**src/hdl/ail_pkg.sv**
```systemverilog
// Package of constants, register map and helpers for the adapter interrupt logic
package ail_pkg;
   // Clock and timing
   localparam int          CLK_PERIOD_NS   = 10;     // System clock period in ns
   localparam int          XFER_TIMEOUT_US = 30;     // Remote transfer timeout in microseconds
   localparam int          XFER_TIMEOUT_CYC = (XFER_TIMEOUT_US * 1000 + CLK_PERIOD_NS - 1) / CLK_PERIOD_NS;
   localparam int          TMO_W           = 12;     // Width of the timeout counter
   localparam logic [11:0] TMO_LIMIT       = 12'(XFER_TIMEOUT_CYC);

   // Register byte offsets on the host bus
   localparam logic [7:0]  OFS_INT_CTRL    = 8'h00;  // Interrupt control
   localparam logic [7:0]  OFS_INT_STATUS  = 8'h04;  // Interrupt status (cable levels)
   localparam logic [7:0]  OFS_LOCAL_CMD   = 8'h08;  // Local command
   localparam logic [7:0]  OFS_LOCAL_STAT  = 8'h0C;  // Local status
   localparam logic [7:0]  OFS_REMOTE_CMD1 = 8'h10;  // Remote command one
   localparam logic [7:0]  OFS_REMOTE_STAT = 8'h14;  // Remote status
   localparam logic [7:0]  OFS_IACK_LOW    = 8'h18;  // Acknowledge read, low
   localparam logic [7:0]  OFS_DMA_CMD     = 8'h1C;  // DMA command

   // Interrupt control fields
   localparam int          IC_SEL_LSB      = 0;      // Doorbell cable line select, bits 2..0
   localparam int          IC_ERR_EN       = 5;      // Error interrupt enable
   localparam int          IC_NORM_EN      = 6;      // Normal interrupt enable
   localparam int          IC_PENDING      = 7;      // Interrupt pending flag
   // Local command fields
   localparam int          LC_SEND_DB      = 5;      // Outbound doorbell to remote
   localparam int          LC_CLR_RXDB     = 6;      // Clear incoming receiver doorbell
   localparam int          LC_CLR_ERR      = 7;      // Clear latched errors
   // Local status fields
   localparam int          LS_BUS_ERR      = 0;      // Remote bus error
   localparam int          LS_TIMEOUT      = 1;      // Interface timeout
   localparam int          LS_DATA_ERR     = 2;      // Interface data error
   localparam int          LS_RXDB         = 5;      // Incoming receiver doorbell
   // Remote command one fields
   localparam int          RC_IACK_LSB     = 0;      // Acknowledge level, bits 2..0
   localparam int          RC_SEND_RXDB    = 5;      // Receiver doorbell to remote
   localparam int          RC_ACK_TXDB     = 6;      // Acknowledge remote transmitter doorbell
   // Remote status fields
   localparam int          RS_RXDB_OUT     = 0;      // Receiver doorbell still pending at remote
   localparam int          RS_TXDB         = 1;      // Remote transmitter doorbell pending
   // DMA command fields
   localparam int          DC_DONE         = 1;      // DMA done flag
   localparam int          DC_DONE_EN      = 2;      // DMA done interrupt enable

   // Reset values
   localparam logic [7:0]  RST_BYTE        = 8'h00;
   localparam logic [31:0] RST_WORD        = 32'h0000_0000;

   // Decode a three bit cable line code into lines 7..1; code zero selects none
   function automatic logic [7:1] ail_line_decode(input logic [2:0] code);
      logic [7:1] v;
      v = 7'h00;
      for (int i = 1; i < 8; i++) begin
         if (code == 3'(i)) begin
            v[i] = 1'b1;
         end
      end
      return v;
   endfunction
endpackage

```
**src/hdl/ail_link_if.sv**
```systemverilog
// Interface carrying the cable interrupt lines between host adapter and remote adapter
interface ail_link_if;
   logic [7:1] h2r_cable_irq_line;      // Host outbound doorbell on its selected line
   logic       h2r_rx_doorbell;         // Receiver doorbell toward remote, pulse
   logic       h2r_tx_doorbell_ack;     // Acknowledge of remote transmitter doorbell, pulse
   logic       h2r_iack_stb;            // Backplane acknowledge request, pulse
   logic [2:0] h2r_iack_level;          // Level being acknowledged
   logic [7:1] r2h_cable_irq_line;      // Remote levels and doorbell toward host
   logic       r2h_tx_doorbell;         // Remote transmitter doorbell pending, level
   logic       r2h_rx_doorbell;         // Receiver doorbell from remote, pulse
   logic       r2h_rx_doorbell_pend;    // Host receiver doorbell still pending at remote
   logic       r2h_bus_error;           // Remote backplane bus error, pulse

   // Host adapter end
   modport host_mp (
      output h2r_cable_irq_line, h2r_rx_doorbell, h2r_tx_doorbell_ack, h2r_iack_stb, h2r_iack_level,
      input  r2h_cable_irq_line, r2h_tx_doorbell, r2h_rx_doorbell, r2h_rx_doorbell_pend, r2h_bus_error
   );
   // Remote adapter end
   modport remote_mp (
      input  h2r_cable_irq_line, h2r_rx_doorbell, h2r_tx_doorbell_ack, h2r_iack_stb, h2r_iack_level,
      output r2h_cable_irq_line, r2h_tx_doorbell, r2h_rx_doorbell, r2h_rx_doorbell_pend, r2h_bus_error
   );
endinterface

```
**src/hdl/ail_host_end.sv**
```systemverilog
// Host adapter interrupt logic with Wishbone register slave and single host interrupt
//
// The address map and the Wishbone register port were decided locally.
module ail_host_end
   import ail_pkg::*;
(
   input  wire logic        clk_i,           // System clock
   input  wire logic        rst_i,           // Synchronous reset, active high
   input  wire logic        wb_cyc_i,        // Wishbone cycle
   input  wire logic        wb_stb_i,        // Wishbone strobe
   input  wire logic        wb_we_i,         // Wishbone write enable
   input  wire logic [7:0]  wb_adr_i,        // Wishbone byte address
   input  wire logic [3:0]  wb_sel_i,        // Wishbone byte selects
   input  wire logic [31:0] wb_dat_i,        // Wishbone write data
   output logic      [31:0] wb_dat_o,        // Wishbone read data
   output logic             wb_ack_o,        // Wishbone acknowledge
   output logic             inta_n_o,        // Host interrupt, active low
   input  wire logic        xfer_start_i,    // Host-to-remote transfer begins, pulse
   input  wire logic        xfer_done_i,     // Host-to-remote transfer completes, pulse
   input  wire logic        data_error_i,    // Corrupted data seen on the link, pulse
   input  wire logic        dma_done_i,      // DMA operation finished, pulse
   ail_link_if.host_mp      link             // Cable toward the remote adapter
);

   // Register state
   logic [2:0]       db_sel_reg;         // Outbound doorbell line code
   logic             err_en_reg;         // Error interrupt enable
   logic             norm_en_reg;        // Normal interrupt enable
   logic             send_db_reg;        // Outbound doorbell asserted
   logic             rxdb_reg;           // Incoming receiver doorbell latched
   logic             bus_err_reg;        // Remote bus error latched
   logic             tmo_reg;            // Interface timeout latched
   logic             data_err_reg;       // Data error latched
   logic [2:0]       iack_lvl_reg;       // Level to acknowledge
   logic             dma_done_reg;       // DMA done flag
   logic             dma_en_reg;         // DMA done interrupt enable
   logic             irq_reg;            // Interrupt being asserted
   logic             ack_reg;            // Bus acknowledge
   logic [31:0]      rdata_reg;          // Latched read data
   logic             busy_reg;           // Remote transfer in flight
   logic [TMO_W-1:0] tmo_cnt_reg;        // Cycles spent in the transfer
   logic             txdb_ack_reg;       // Transmitter doorbell acknowledge pulse
   logic             rxdb_out_reg;       // Receiver doorbell toward remote
   logic             iack_stb_reg;       // Acknowledge strobe toward remote

   // Bus decode and interrupt merge
   logic             req;                // Request present
   logic             fire;               // Edge at which the master takes the answer
   logic             wr_b0;              // Write touching the low byte
   logic [7:0]       wb0;                // Low byte of write data
   logic [7:0]       rd_byte;            // Read value before latching
   logic             err_any;            // Any latched error
   logic             norm_any;           // Any normal source pending
   logic             irq_next;           // Next interrupt state

   assign req   = wb_cyc_i & wb_stb_i;
   assign fire  = req & ack_reg;
   assign wr_b0 = fire & wb_we_i & wb_sel_i[0];
   assign wb0   = wb_dat_i[7:0];

   // Answer every request one cycle after it appears, for one cycle
   always_ff @(posedge clk_i) begin
      if (rst_i) begin
         ack_reg <= 1'b0;
      end else begin
         ack_reg <= req & ~ack_reg;
      end
   end

   // Read multiplexer; unmapped addresses read as zero
   always_comb begin
      rd_byte = RST_BYTE;
      if (wb_adr_i == OFS_INT_CTRL) begin
         rd_byte = {irq_reg, norm_en_reg, err_en_reg, 2'b00, db_sel_reg};
      end else if (wb_adr_i == OFS_INT_STATUS) begin
         rd_byte = {link.r2h_cable_irq_line, 1'b0};
      end else if (wb_adr_i == OFS_LOCAL_CMD) begin
         rd_byte = {2'b00, send_db_reg, 5'h00};
      end else if (wb_adr_i == OFS_LOCAL_STAT) begin
         rd_byte = {2'b00, rxdb_reg, 2'b00, data_err_reg, tmo_reg, bus_err_reg};
      end else if (wb_adr_i == OFS_REMOTE_CMD1) begin
         rd_byte = {5'h00, iack_lvl_reg};
      end else if (wb_adr_i == OFS_REMOTE_STAT) begin
         rd_byte = {6'h00, link.r2h_tx_doorbell, link.r2h_rx_doorbell_pend};
      end else if (wb_adr_i == OFS_IACK_LOW) begin
         rd_byte = {5'h00, iack_lvl_reg};
      end else if (wb_adr_i == OFS_DMA_CMD) begin
         rd_byte = {5'h00, dma_en_reg, dma_done_reg, 1'b0};
      end
   end

   // Latch read data as the answer is raised
   always_ff @(posedge clk_i) begin
      if (rst_i) begin
         rdata_reg <= RST_WORD;
      end else if (req & ~ack_reg & ~wb_we_i) begin
         rdata_reg <= {24'h000000, rd_byte};
      end else if (~req) begin
         rdata_reg <= RST_WORD;
      end
   end

   // Interrupt control register
   always_ff @(posedge clk_i) begin
      if (rst_i) begin
         db_sel_reg  <= 3'h0;
         err_en_reg  <= 1'b0;
         norm_en_reg <= 1'b0;
      end else if (wr_b0 && wb_adr_i == OFS_INT_CTRL) begin
         db_sel_reg  <= wb0[IC_SEL_LSB +: 3];
         err_en_reg  <= wb0[IC_ERR_EN];
         norm_en_reg <= wb0[IC_NORM_EN];
      end
   end

   // Outbound doorbell: held while local command bit 5 is set
   always_ff @(posedge clk_i) begin
      if (rst_i) begin
         send_db_reg <= 1'b0;
      end else if (wr_b0 && wb_adr_i == OFS_LOCAL_CMD) begin
         send_db_reg <= wb0[LC_SEND_DB];
      end
   end

   // Incoming receiver doorbell; a new arrival wins over the clear
   always_ff @(posedge clk_i) begin
      if (rst_i) begin
         rxdb_reg <= 1'b0;
      end else if (link.r2h_rx_doorbell) begin
         rxdb_reg <= 1'b1;
      end else if (wr_b0 && wb_adr_i == OFS_LOCAL_CMD && wb0[LC_CLR_RXDB]) begin
         rxdb_reg <= 1'b0;
      end
   end

   // Transfer watchdog: counts while a remote transfer is outstanding
   always_ff @(posedge clk_i) begin
      if (rst_i) begin
         busy_reg    <= 1'b0;
         tmo_cnt_reg <= '0;
      end else if (xfer_start_i) begin
         busy_reg    <= 1'b1;
         tmo_cnt_reg <= '0;
      end else if (xfer_done_i || (busy_reg && tmo_cnt_reg == TMO_LIMIT - 12'h001)) begin
         busy_reg    <= 1'b0;
         tmo_cnt_reg <= '0;
      end else if (busy_reg) begin
         tmo_cnt_reg <= tmo_cnt_reg + 12'h001;
      end
   end

   // Latched error conditions; a fresh error wins over the clear
   always_ff @(posedge clk_i) begin
      if (rst_i) begin
         bus_err_reg  <= 1'b0;
         tmo_reg      <= 1'b0;
         data_err_reg <= 1'b0;
      end else begin
         if (link.r2h_bus_error) begin
            bus_err_reg <= 1'b1;
         end else if (wr_b0 && wb_adr_i == OFS_LOCAL_CMD && wb0[LC_CLR_ERR]) begin
            bus_err_reg <= 1'b0;
         end
         if (busy_reg && !xfer_done_i && !xfer_start_i && tmo_cnt_reg == TMO_LIMIT - 12'h001) begin
            tmo_reg <= 1'b1;
         end else if (wr_b0 && wb_adr_i == OFS_LOCAL_CMD && wb0[LC_CLR_ERR]) begin
            tmo_reg <= 1'b0;
         end
         if (data_error_i) begin
            data_err_reg <= 1'b1;
         end else if (wr_b0 && wb_adr_i == OFS_LOCAL_CMD && wb0[LC_CLR_ERR]) begin
            data_err_reg <= 1'b0;
         end
      end
   end

   // Remote command one: acknowledge level, doorbell pulses toward remote
   always_ff @(posedge clk_i) begin
      if (rst_i) begin
         iack_lvl_reg <= 3'h0;
         rxdb_out_reg <= 1'b0;
         txdb_ack_reg <= 1'b0;
      end else begin
         txdb_ack_reg <= 1'b0;
         rxdb_out_reg <= 1'b0;
         if (wr_b0 && wb_adr_i == OFS_REMOTE_CMD1) begin
            iack_lvl_reg <= wb0[RC_IACK_LSB +: 3];
            rxdb_out_reg <= wb0[RC_SEND_RXDB];
            txdb_ack_reg <= wb0[RC_ACK_TXDB];
         end
      end
   end

   // Each acknowledge read issues one acknowledge cycle at the remote
   always_ff @(posedge clk_i) begin
      if (rst_i) begin
         iack_stb_reg <= 1'b0;
      end else begin
         iack_stb_reg <= fire & ~wb_we_i & (wb_adr_i == OFS_IACK_LOW);
      end
   end

   // DMA command: completion flag set by hardware, cleared by writing zero
   always_ff @(posedge clk_i) begin
      if (rst_i) begin
         dma_done_reg <= 1'b0;
         dma_en_reg   <= 1'b0;
      end else begin
         if (wr_b0 && wb_adr_i == OFS_DMA_CMD) begin
            dma_en_reg <= wb0[DC_DONE_EN];
         end
         if (dma_done_i) begin
            dma_done_reg <= 1'b1;
         end else if (wr_b0 && wb_adr_i == OFS_DMA_CMD && !wb0[DC_DONE]) begin
            dma_done_reg <= 1'b0;
         end
      end
   end

   // Source merge and enable gating
   assign err_any  = bus_err_reg | tmo_reg | data_err_reg;
   assign norm_any = rxdb_reg | link.r2h_tx_doorbell | (|link.r2h_cable_irq_line) |
                     (dma_done_reg & dma_en_reg);
   assign irq_next = (err_en_reg & err_any) | (norm_en_reg & norm_any);

   // Level interrupt: follows the gated sources each cycle
   always_ff @(posedge clk_i) begin
      if (rst_i) begin
         irq_reg  <= 1'b0;
         inta_n_o <= 1'b1;
      end else begin
         irq_reg  <= irq_next;
         inta_n_o <= ~irq_next;
      end
   end

   // Bus outputs
   assign wb_ack_o = ack_reg;
   assign wb_dat_o = rdata_reg;

   // Cable outputs
   always_ff @(posedge clk_i) begin
      if (rst_i) begin
         link.h2r_cable_irq_line <= 7'h00;
      end else begin
         link.h2r_cable_irq_line <= send_db_reg ? ail_line_decode(db_sel_reg) : 7'h00;
      end
   end
   assign link.h2r_rx_doorbell     = rxdb_out_reg;
   assign link.h2r_tx_doorbell_ack = txdb_ack_reg;
   assign link.h2r_iack_stb        = iack_stb_reg;
   assign link.h2r_iack_level      = iack_lvl_reg;
endmodule

```
**src/flat_wrapper.sv**
```systemverilog
// flat-port wrapper written by rule: the top's interface ports become plain ports
module ail_host_end_flat import ail_pkg::*;
  (clk_i, rst_i, wb_cyc_i, wb_stb_i, wb_we_i, wb_adr_i, wb_sel_i, wb_dat_i, wb_dat_o, wb_ack_o, inta_n_o, xfer_start_i, xfer_done_i, data_error_i, dma_done_i, link_h2r_cable_irq_line, link_h2r_rx_doorbell, link_h2r_tx_doorbell_ack, link_h2r_iack_stb, link_h2r_iack_level, link_r2h_cable_irq_line, link_r2h_tx_doorbell, link_r2h_rx_doorbell, link_r2h_rx_doorbell_pend, link_r2h_bus_error);
  ail_link_if link_i ();
  input  wire logic clk_i;
  input  wire logic rst_i;
  input  wire logic wb_cyc_i;
  input  wire logic wb_stb_i;
  input  wire logic wb_we_i;
  input  wire logic [7:0] wb_adr_i;
  input  wire logic [3:0] wb_sel_i;
  input  wire logic [31:0] wb_dat_i;
  output logic      [31:0] wb_dat_o;
  output logic wb_ack_o;
  output logic inta_n_o;
  input  wire logic xfer_start_i;
  input  wire logic xfer_done_i;
  input  wire logic data_error_i;
  input  wire logic dma_done_i;
  output wire logic [$bits(link_i.h2r_cable_irq_line)-1:0] link_h2r_cable_irq_line;
  output wire logic [$bits(link_i.h2r_rx_doorbell)-1:0] link_h2r_rx_doorbell;
  output wire logic [$bits(link_i.h2r_tx_doorbell_ack)-1:0] link_h2r_tx_doorbell_ack;
  output wire logic [$bits(link_i.h2r_iack_stb)-1:0] link_h2r_iack_stb;
  output wire logic [$bits(link_i.h2r_iack_level)-1:0] link_h2r_iack_level;
  input wire logic [$bits(link_i.r2h_cable_irq_line)-1:0] link_r2h_cable_irq_line;
  input wire logic [$bits(link_i.r2h_tx_doorbell)-1:0] link_r2h_tx_doorbell;
  input wire logic [$bits(link_i.r2h_rx_doorbell)-1:0] link_r2h_rx_doorbell;
  input wire logic [$bits(link_i.r2h_rx_doorbell_pend)-1:0] link_r2h_rx_doorbell_pend;
  input wire logic [$bits(link_i.r2h_bus_error)-1:0] link_r2h_bus_error;
  assign link_h2r_cable_irq_line = link_i.h2r_cable_irq_line;
  assign link_h2r_rx_doorbell = link_i.h2r_rx_doorbell;
  assign link_h2r_tx_doorbell_ack = link_i.h2r_tx_doorbell_ack;
  assign link_h2r_iack_stb = link_i.h2r_iack_stb;
  assign link_h2r_iack_level = link_i.h2r_iack_level;
  assign link_i.r2h_cable_irq_line = link_r2h_cable_irq_line;
  assign link_i.r2h_tx_doorbell = link_r2h_tx_doorbell;
  assign link_i.r2h_rx_doorbell = link_r2h_rx_doorbell;
  assign link_i.r2h_rx_doorbell_pend = link_r2h_rx_doorbell_pend;
  assign link_i.r2h_bus_error = link_r2h_bus_error;
  ail_host_end u_core (.clk_i(clk_i), .rst_i(rst_i), .wb_cyc_i(wb_cyc_i), .wb_stb_i(wb_stb_i), .wb_we_i(wb_we_i), .wb_adr_i(wb_adr_i), .wb_sel_i(wb_sel_i), .wb_dat_i(wb_dat_i), .wb_dat_o(wb_dat_o), .wb_ack_o(wb_ack_o), .inta_n_o(inta_n_o), .xfer_start_i(xfer_start_i), .xfer_done_i(xfer_done_i), .data_error_i(data_error_i), .dma_done_i(dma_done_i), .link(link_i));
endmodule
```
**config.mk**
```make
export PLATFORM = sky130hd
export DESIGN_NAME = ail_host_end_flat
export DESIGN_NICKNAME = d
export VERILOG_FILES = /design/src/hdl/ail_pkg.sv /design/src/hdl/ail_link_if.sv /design/src/hdl/ail_host_end.sv /design/src/flat_wrapper.sv
export SDC_FILE = /design/constraint.sdc
export NUM_CORES = 1
export LEC_CHECK = 0
export BUFFER_PORTS_ARGS = -buffer_cell sky130_fd_sc_hd__buf_2
export CORE_AREA = 2 2 91 93
export DETAILED_ROUTE_END_ITERATION = 10
export DIE_AREA = 0 0 93 95
export PLACE_DENSITY = 0.52
export SYNTH_ARGS = -nofsm -noshare
export SYNTH_HDL_FRONTEND = slang
export SYNTH_SLANG_ARGS = --single-unit
```
**constraint.sdc**
```tcl
create_clock -name clk_i -period 3.28 [get_ports clk_i]
set_input_delay 0.164 -clock clk_i [delete_from_list [all_inputs] [get_ports clk_i]]
set_output_delay 0.164 -clock clk_i [all_outputs]
set_load 0.02 [all_outputs]
```
Word level (Yosys, flattened, before mapping) --
Index checks and enable logic that the tools add are counted.
Word-level totals: flip-flop bits (word level) 49, input port bits 64, output and inout bits 47
Cells by class: add/subtract/negate cells 1, equality and inequality tests 16, mux-type cells 27, bitwise gates (word level) 22, reduce and logical (&&, ||, !) cells 26
Operators by type and width (count):
- $mux 8 | 9
- $eq 8x5->1 const B | 4
- $mux 1 | 17
- $eq 8x4->1 const B | 2
- $add 12x1->12 const B | 1
- $eq 12x12->1 const B | 1
- $eq 3x3->1 const B | 4
- $reduce_bool 2->1 | 6
- $and 1x1->1 | 11
- $logic_and 1x1->1 | 11
- $eq 8x3->1 const B | 1
- $logic_not 8->1 | 1
- $reduce_or 7->1 | 1
- $eq 3x2->1 const B | 2
- $or 1x1->1 | 6
- $not 1->1 | 5
- $reduce_or 2->1 | 2
- $eq 3x1->1 const B | 1
- $logic_not 1->1 | 3
- $mux 3 | 1
- $reduce_or 3->1 | 1
- $ne 2x2->1 const B | 1
- $logic_or 1x1->1 | 1

Depth between registers and ports, before layout --
word-level depth 10, depth in mapped cells 6

Worst setup path before layout --
Ideal clock, no wire load.
path type in2reg, start input wb_adr_i[7], end register u_core.db_sel_reg[0], data arrival time 1.527 ns, required time 3.152 ns, path slack 1.625 ns, stages on the path 5, path buffers 1, path through or4_4 > buf_6 > nor4_4 > mux2i_1 > nor2_1
On the way: longest elaborated chain between the ends 2
Ends and longest elaborated chain:
- from (decl) | line flat_wrapper.sv:10 | input wire logic [7:0] wb_adr_i;
- $logic_not 8->1 | line ail_host_end.sv:109 | end else if (wr_b0 && wb_adr_i == OFS_INT_CTRL) begin
- $logic_and 1x1->1 | line ail_host_end.sv:109
- to (signal assigned) | line ail_host_end.sv:110 | db_sel_reg <= wb0[IC_SEL_LSB +: 3];
- to (decl) | line ail_host_end.sv:26 | logic [2:0] db_sel_reg;
No other way between the ends. A chain may end at the register's enable or synchronous reset.

Worst setup path in the final report --
start register u_core.tmo_cnt_reg[0], end register u_core.tmo_cnt_reg[10]
On the way: longest elaborated chain between the ends 4, elaborated cells on any way between the ends 5, classes of those cells add/sub: 1; eq/ne: 1; reduce/logical: 3
Ends and longest elaborated chain:
- from (decl) | line ail_host_end.sv:41 | logic [TMO_W-1:0] tmo_cnt_reg;
- from (signal assigned) | line ail_host_end.sv:148 | tmo_cnt_reg <= tmo_cnt_reg + 12'h001;
- parallel branches: the longest is 4 deep, another holds $add 12x1->12
Several ways; the timed one is not identified.

==> tab_implementation.tex <==
\begin{tabular}{lr}
\hline
Metric & Value \\
\hline
\multicolumn{2}{l}{\textbf{Outcome}} \\
\quad Run status & finished, final reports clean \\
\multicolumn{2}{l}{\textbf{Power}} \\
\quad Cell-internal power & 882 µW \\
\quad Pleak & 1.08 nW \\
\quad Power Total & 1.15 mW \\
\quad Clock share of power & 38.7\% \\
\quad Sw frac & between 20\% and 30\% \\
\quad Power density over the cells & 429 nW/µm² \\
\quad Relative contribution of combinational cells to total power & under 10\% \\
\quad Power spent charging and discharging nets & between 200 and 300 µW \\
\quad Worst-case vdd ir drop & 0.192 mV \\
\quad Seq pwr share & a little over half \\
\multicolumn{2}{l}{\textbf{Clock tree}} \\
\quad Resized Gates After CTS & 0 \\
\quad TritonCTS sink count & 49 \\
\quad Clock latency reported for the late side of the worst-skew pair & approximately 0.30 ns \\
\quad Post-CTS repair timing setup buffer count & 0 \\
\quad Number of buffers on the longest clock path & 2 \\
\quad Count of hold-fix buffers inserted at cts & 0 \\
\quad Clk Tree Root Cell & clkbuf\_8 \\
\quad Clock-pin slew on the worst setup and hold paths & around 0.09 ns \\
\quad Total clock buffers created by CTS & 5 \\
\quad Depth of the CTS H-tree & 2 \\
\quad Clock tree from TritonCTS & done \\
\multicolumn{2}{l}{\textbf{Yosys}} \\
\quad Count of flip-flops with a built-in enable after synthesis & 0 \\
\quad Synthesized area divided by synthesized cell count & approximately 9 µm² \\
\quad Count of state elements after synthesis & 49 \\
\quad Cell taking the most area after synthesis & dfxtp\_1 \\
\quad Share of Yosys cell area claimed by the top area cell type & 42.9\% \\
\quad Top FF cell, synth & dfxtp\_1 \\
\quad Async S/R FF share, synth & 0\% \\
\quad Top area cells in the synthesized netlist & dfxtp\_1 (43\%), buf\_4 (7.9\%), mux2i\_1 (6.1\%) \\
\quad Cell with the most instances after synthesis & dfxtp\_1 \\
\quad Synth warn & 0 \\
\quad Sequential share of the synthesized area & about 43\% \\
\quad Most frequent cells after synthesis & dfxtp\_1 (49), nor2\_1 (36), buf\_4 (24) \\
\quad Synthesized area & roughly 2300 µm² \\
\quad Count of cell types in the netlist & between 40 and 50 \\
\quad Number of cells produced by synthesis & 260 \\
\multicolumn{2}{l}{\textbf{Worst setup path}} \\
\quad Worst-path fanout max & 7 \\
\quad Worst Path Class, Setup & reg2reg \\
\quad Endpoint kind of the worst setup timing path & flip-flop \\
\quad CP required & $\sim$3.5 ns \\
\quad Crit start category & flip-flop \\
\quad Signal arrival time at the worst endpoint & 2.10 ns \\
\multicolumn{2}{l}{\textbf{Layout}} \\
\quad Layout net count & 379 \\
\quad Fraction of final layout cells with drive strength greater than 1 & 22.2\% \\
\quad Final design instance area without fill & $\sim$2700 µm² \\
\quad Multi-input gate area in the final layout & 1140 µm² \\
\quad Number of filler cells placed in the layout & 856 \\
\quad N\_diodes & 0 \\
\quad Layout area overhead & 17.6\% \\
\quad End-of-flow core utilization & 33.9\% \\
\quad Final instance count without filler cells & 420 \\
\quad Footprint of the flip-flops and latches & between 900 and 1000 µm² \\
\quad Largest register FFs & 12 \\
\multicolumn{2}{l}{\textbf{Detailed routing}} \\
\quad Initial drt markers & between 50 and 60 \\
\quad Aggregate routed wire length & a little over 5000 µm \\
\quad Per-cell via count in the routed design & about 4.4 \\
\quad Count of antenna-violating nets left after detailed routing & 0 \\
\quad Number of vias after detailed routing & approximately 1900 \\
\quad DRC violations left & 0 \\
\quad Pre-antenna DRT Iters & 5 \\
\quad Average wire per cell in the routed design & approximately 12 µm \\
\multicolumn{2}{l}{\textbf{Floorplan}} \\
\quad Cell Rows & 33 \\
\quad Die area & $\sim$8800 µm² \\
\quad Area of the core & approximately 7900 µm² \\
\quad Vertical die dimension & roughly 95 µm \\
\quad Horizontal die dimension & about 93 µm \\
\quad Initial Utilization & about 29\% \\
\quad Boundary Pins & 111 \\
\multicolumn{2}{l}{\textbf{STA}} \\
\quad Setup repair after global routing missed its margin & false \\
\quad Final Critical Period & 1.91 ns \\
\quad Final clock skew & 0.00699 ns \\
\quad Worst hold margin & between 0.08 and 0.09 ns \\
\quad Worst-margin pin slew & roughly 0.76 ns \\
\quad Post-route fraction of the period consumed by the critical path & just under 60\% \\
\quad Setup-failing EPs final & 0 \\
\quad Max Clock Freq & about 0.52 GHz \\
\quad Relative slew slack & between 40\% and 50\% \\
\quad Setup TNS & 0 ns \\
\quad Final WS setup & $\sim$1.4 ns \\
\quad Max Slew Vio Count & 0 \\
\quad Number of failing hold endpoints at the final stage & 0 \\
\multicolumn{2}{l}{\textbf{Placed design}} \\
\quad Port Buf Inserts & 57 \\
\quad Half-perimeter wire length after placement & 4010 µm \\
\quad Placement Setup Slack & 1.33 ns \\
\quad DP Cell Count & $\sim$410 \\
\quad Last weighted congestion value of the routability-driven placer & 0.808 \\
\quad Post-placement cell area & 2570 µm² \\
\multicolumn{2}{l}{\textbf{Job}} \\
\quad Number of max-capacitance violations reported & 0 \\
\multicolumn{2}{l}{\textbf{GRT}} \\
\quad Residual overflow from global routing & 0 \\
\quad Total routing usage reported by global routing & a little under an eighth \\
\quad Number of global-route vias before repair & around 1700 \\
\quad First-pass GRT wire length & roughly 8400 µm \\
\quad Number of antenna violations at the first check in global routing & 0 \\
\quad Maximum number of pins on one net before global-route repair & 23 \\
\multicolumn{2}{l}{\textbf{Hold path}} \\
\quad Path category of the worst min-delay check & in2reg \\
\hline
\end{tabular}
==> worst paths after layout <==
kind / startpoint / endpoint / slack, ns / cells past startpoint
setup / recovery: u_core.tmo_cnt_reg[0] / u_core.tmo_cnt_reg[10] / 1.37 / 6
hold reg to reg: u_core.wb_dat_o[3] / u_core.wb_dat_o[3] / 0.45 / 2
hold / removal: link_r2h_rx_doorbell / u_core.rxdb_reg / 0.08 / 2
setup reg to reg: u_core.tmo_cnt_reg[0] / u_core.tmo_cnt_reg[10] / 1.37 / 6
==> worst max-delay path, cell delays in order (launching register included) <==
cell	delay (ns)
dfxtp_1	0.38
ha_1	0.20
and3_1	0.19
nand3_1	0.10
o21ai_0	0.62
buf_4	0.27
nor2_1	0.05
==> layout by cell type (no fill, tap or decap), drive strengths merged, types with 3 or more instances in the layout <==
cell type / Yosys / final
buf: 26 / 58
dfxtp: 49 / 49
nor2: 36 / 36
conb: 1 / 24
nand2: 23 / 23
mux2i: 14 / 14
nand3: 10 / 10
o21ai: 10 / 10
nor3: 8 / 8
nor4: 8 / 8
xnor2: 7 / 7
clkbuf: 8 / 7
inv: 6 / 6
and3: 5 / 5
nand3b: 5 / 5
xor2: 4 / 4
nand2b: 4 / 4
a21oi: 4 / 4
a22o: 4 / 4
nand4: 3 / 3
==> cell type report <==
type | instances | share of cell area (%)
well taps | 105 | 4.89
clock inverters | 1 | 1.12
flip-flops and latches | 49 | 36.5
multi-input cells | 194 | 42.5
repair buffers | 58 | 10.9
clock buffers | 7 | 3.21
inverters | 6 | 0.838
==> per-layer routing <==
metal	track usage, %	wire [µm]
met1	15.9	2470
met2	19.3	2390
met3	3.03	282
met5	0	0
met4	3.31	37
==> kinds of logic (layout without fill, tap and decap cells) <==
kind of cell / after synthesis / after routing / share of synthesized area [%]
xor gates and xnor gates: 11 / 11 / 4.22
AOI/OAI and AO/OA: 32 / 32 / 9.42
muxes: 15 / 15 / 7.12
DFF: 49 / 49 / 42.9
and+or+nand+nor: 111 / 111 / 24.8
adders and majority gates: 1 / 1 / 0.548
buffers and inverters: 40 / 72 / 10.8
other: 1 / 24 / 0.164
==> power groups by stage <==
stage	sequential, mW	combinational, mW	clock (mW)
after CTS	0.606	0.102	0.461
final	0.606	0.101	0.446
after global placement	0.620	0.102	0
after detailed placement	0.620	0.102	0
after global routing	0.607	0.113	0.483
after floorplan	0.618	0.0876	0
(Power assumes the default switching activity.)
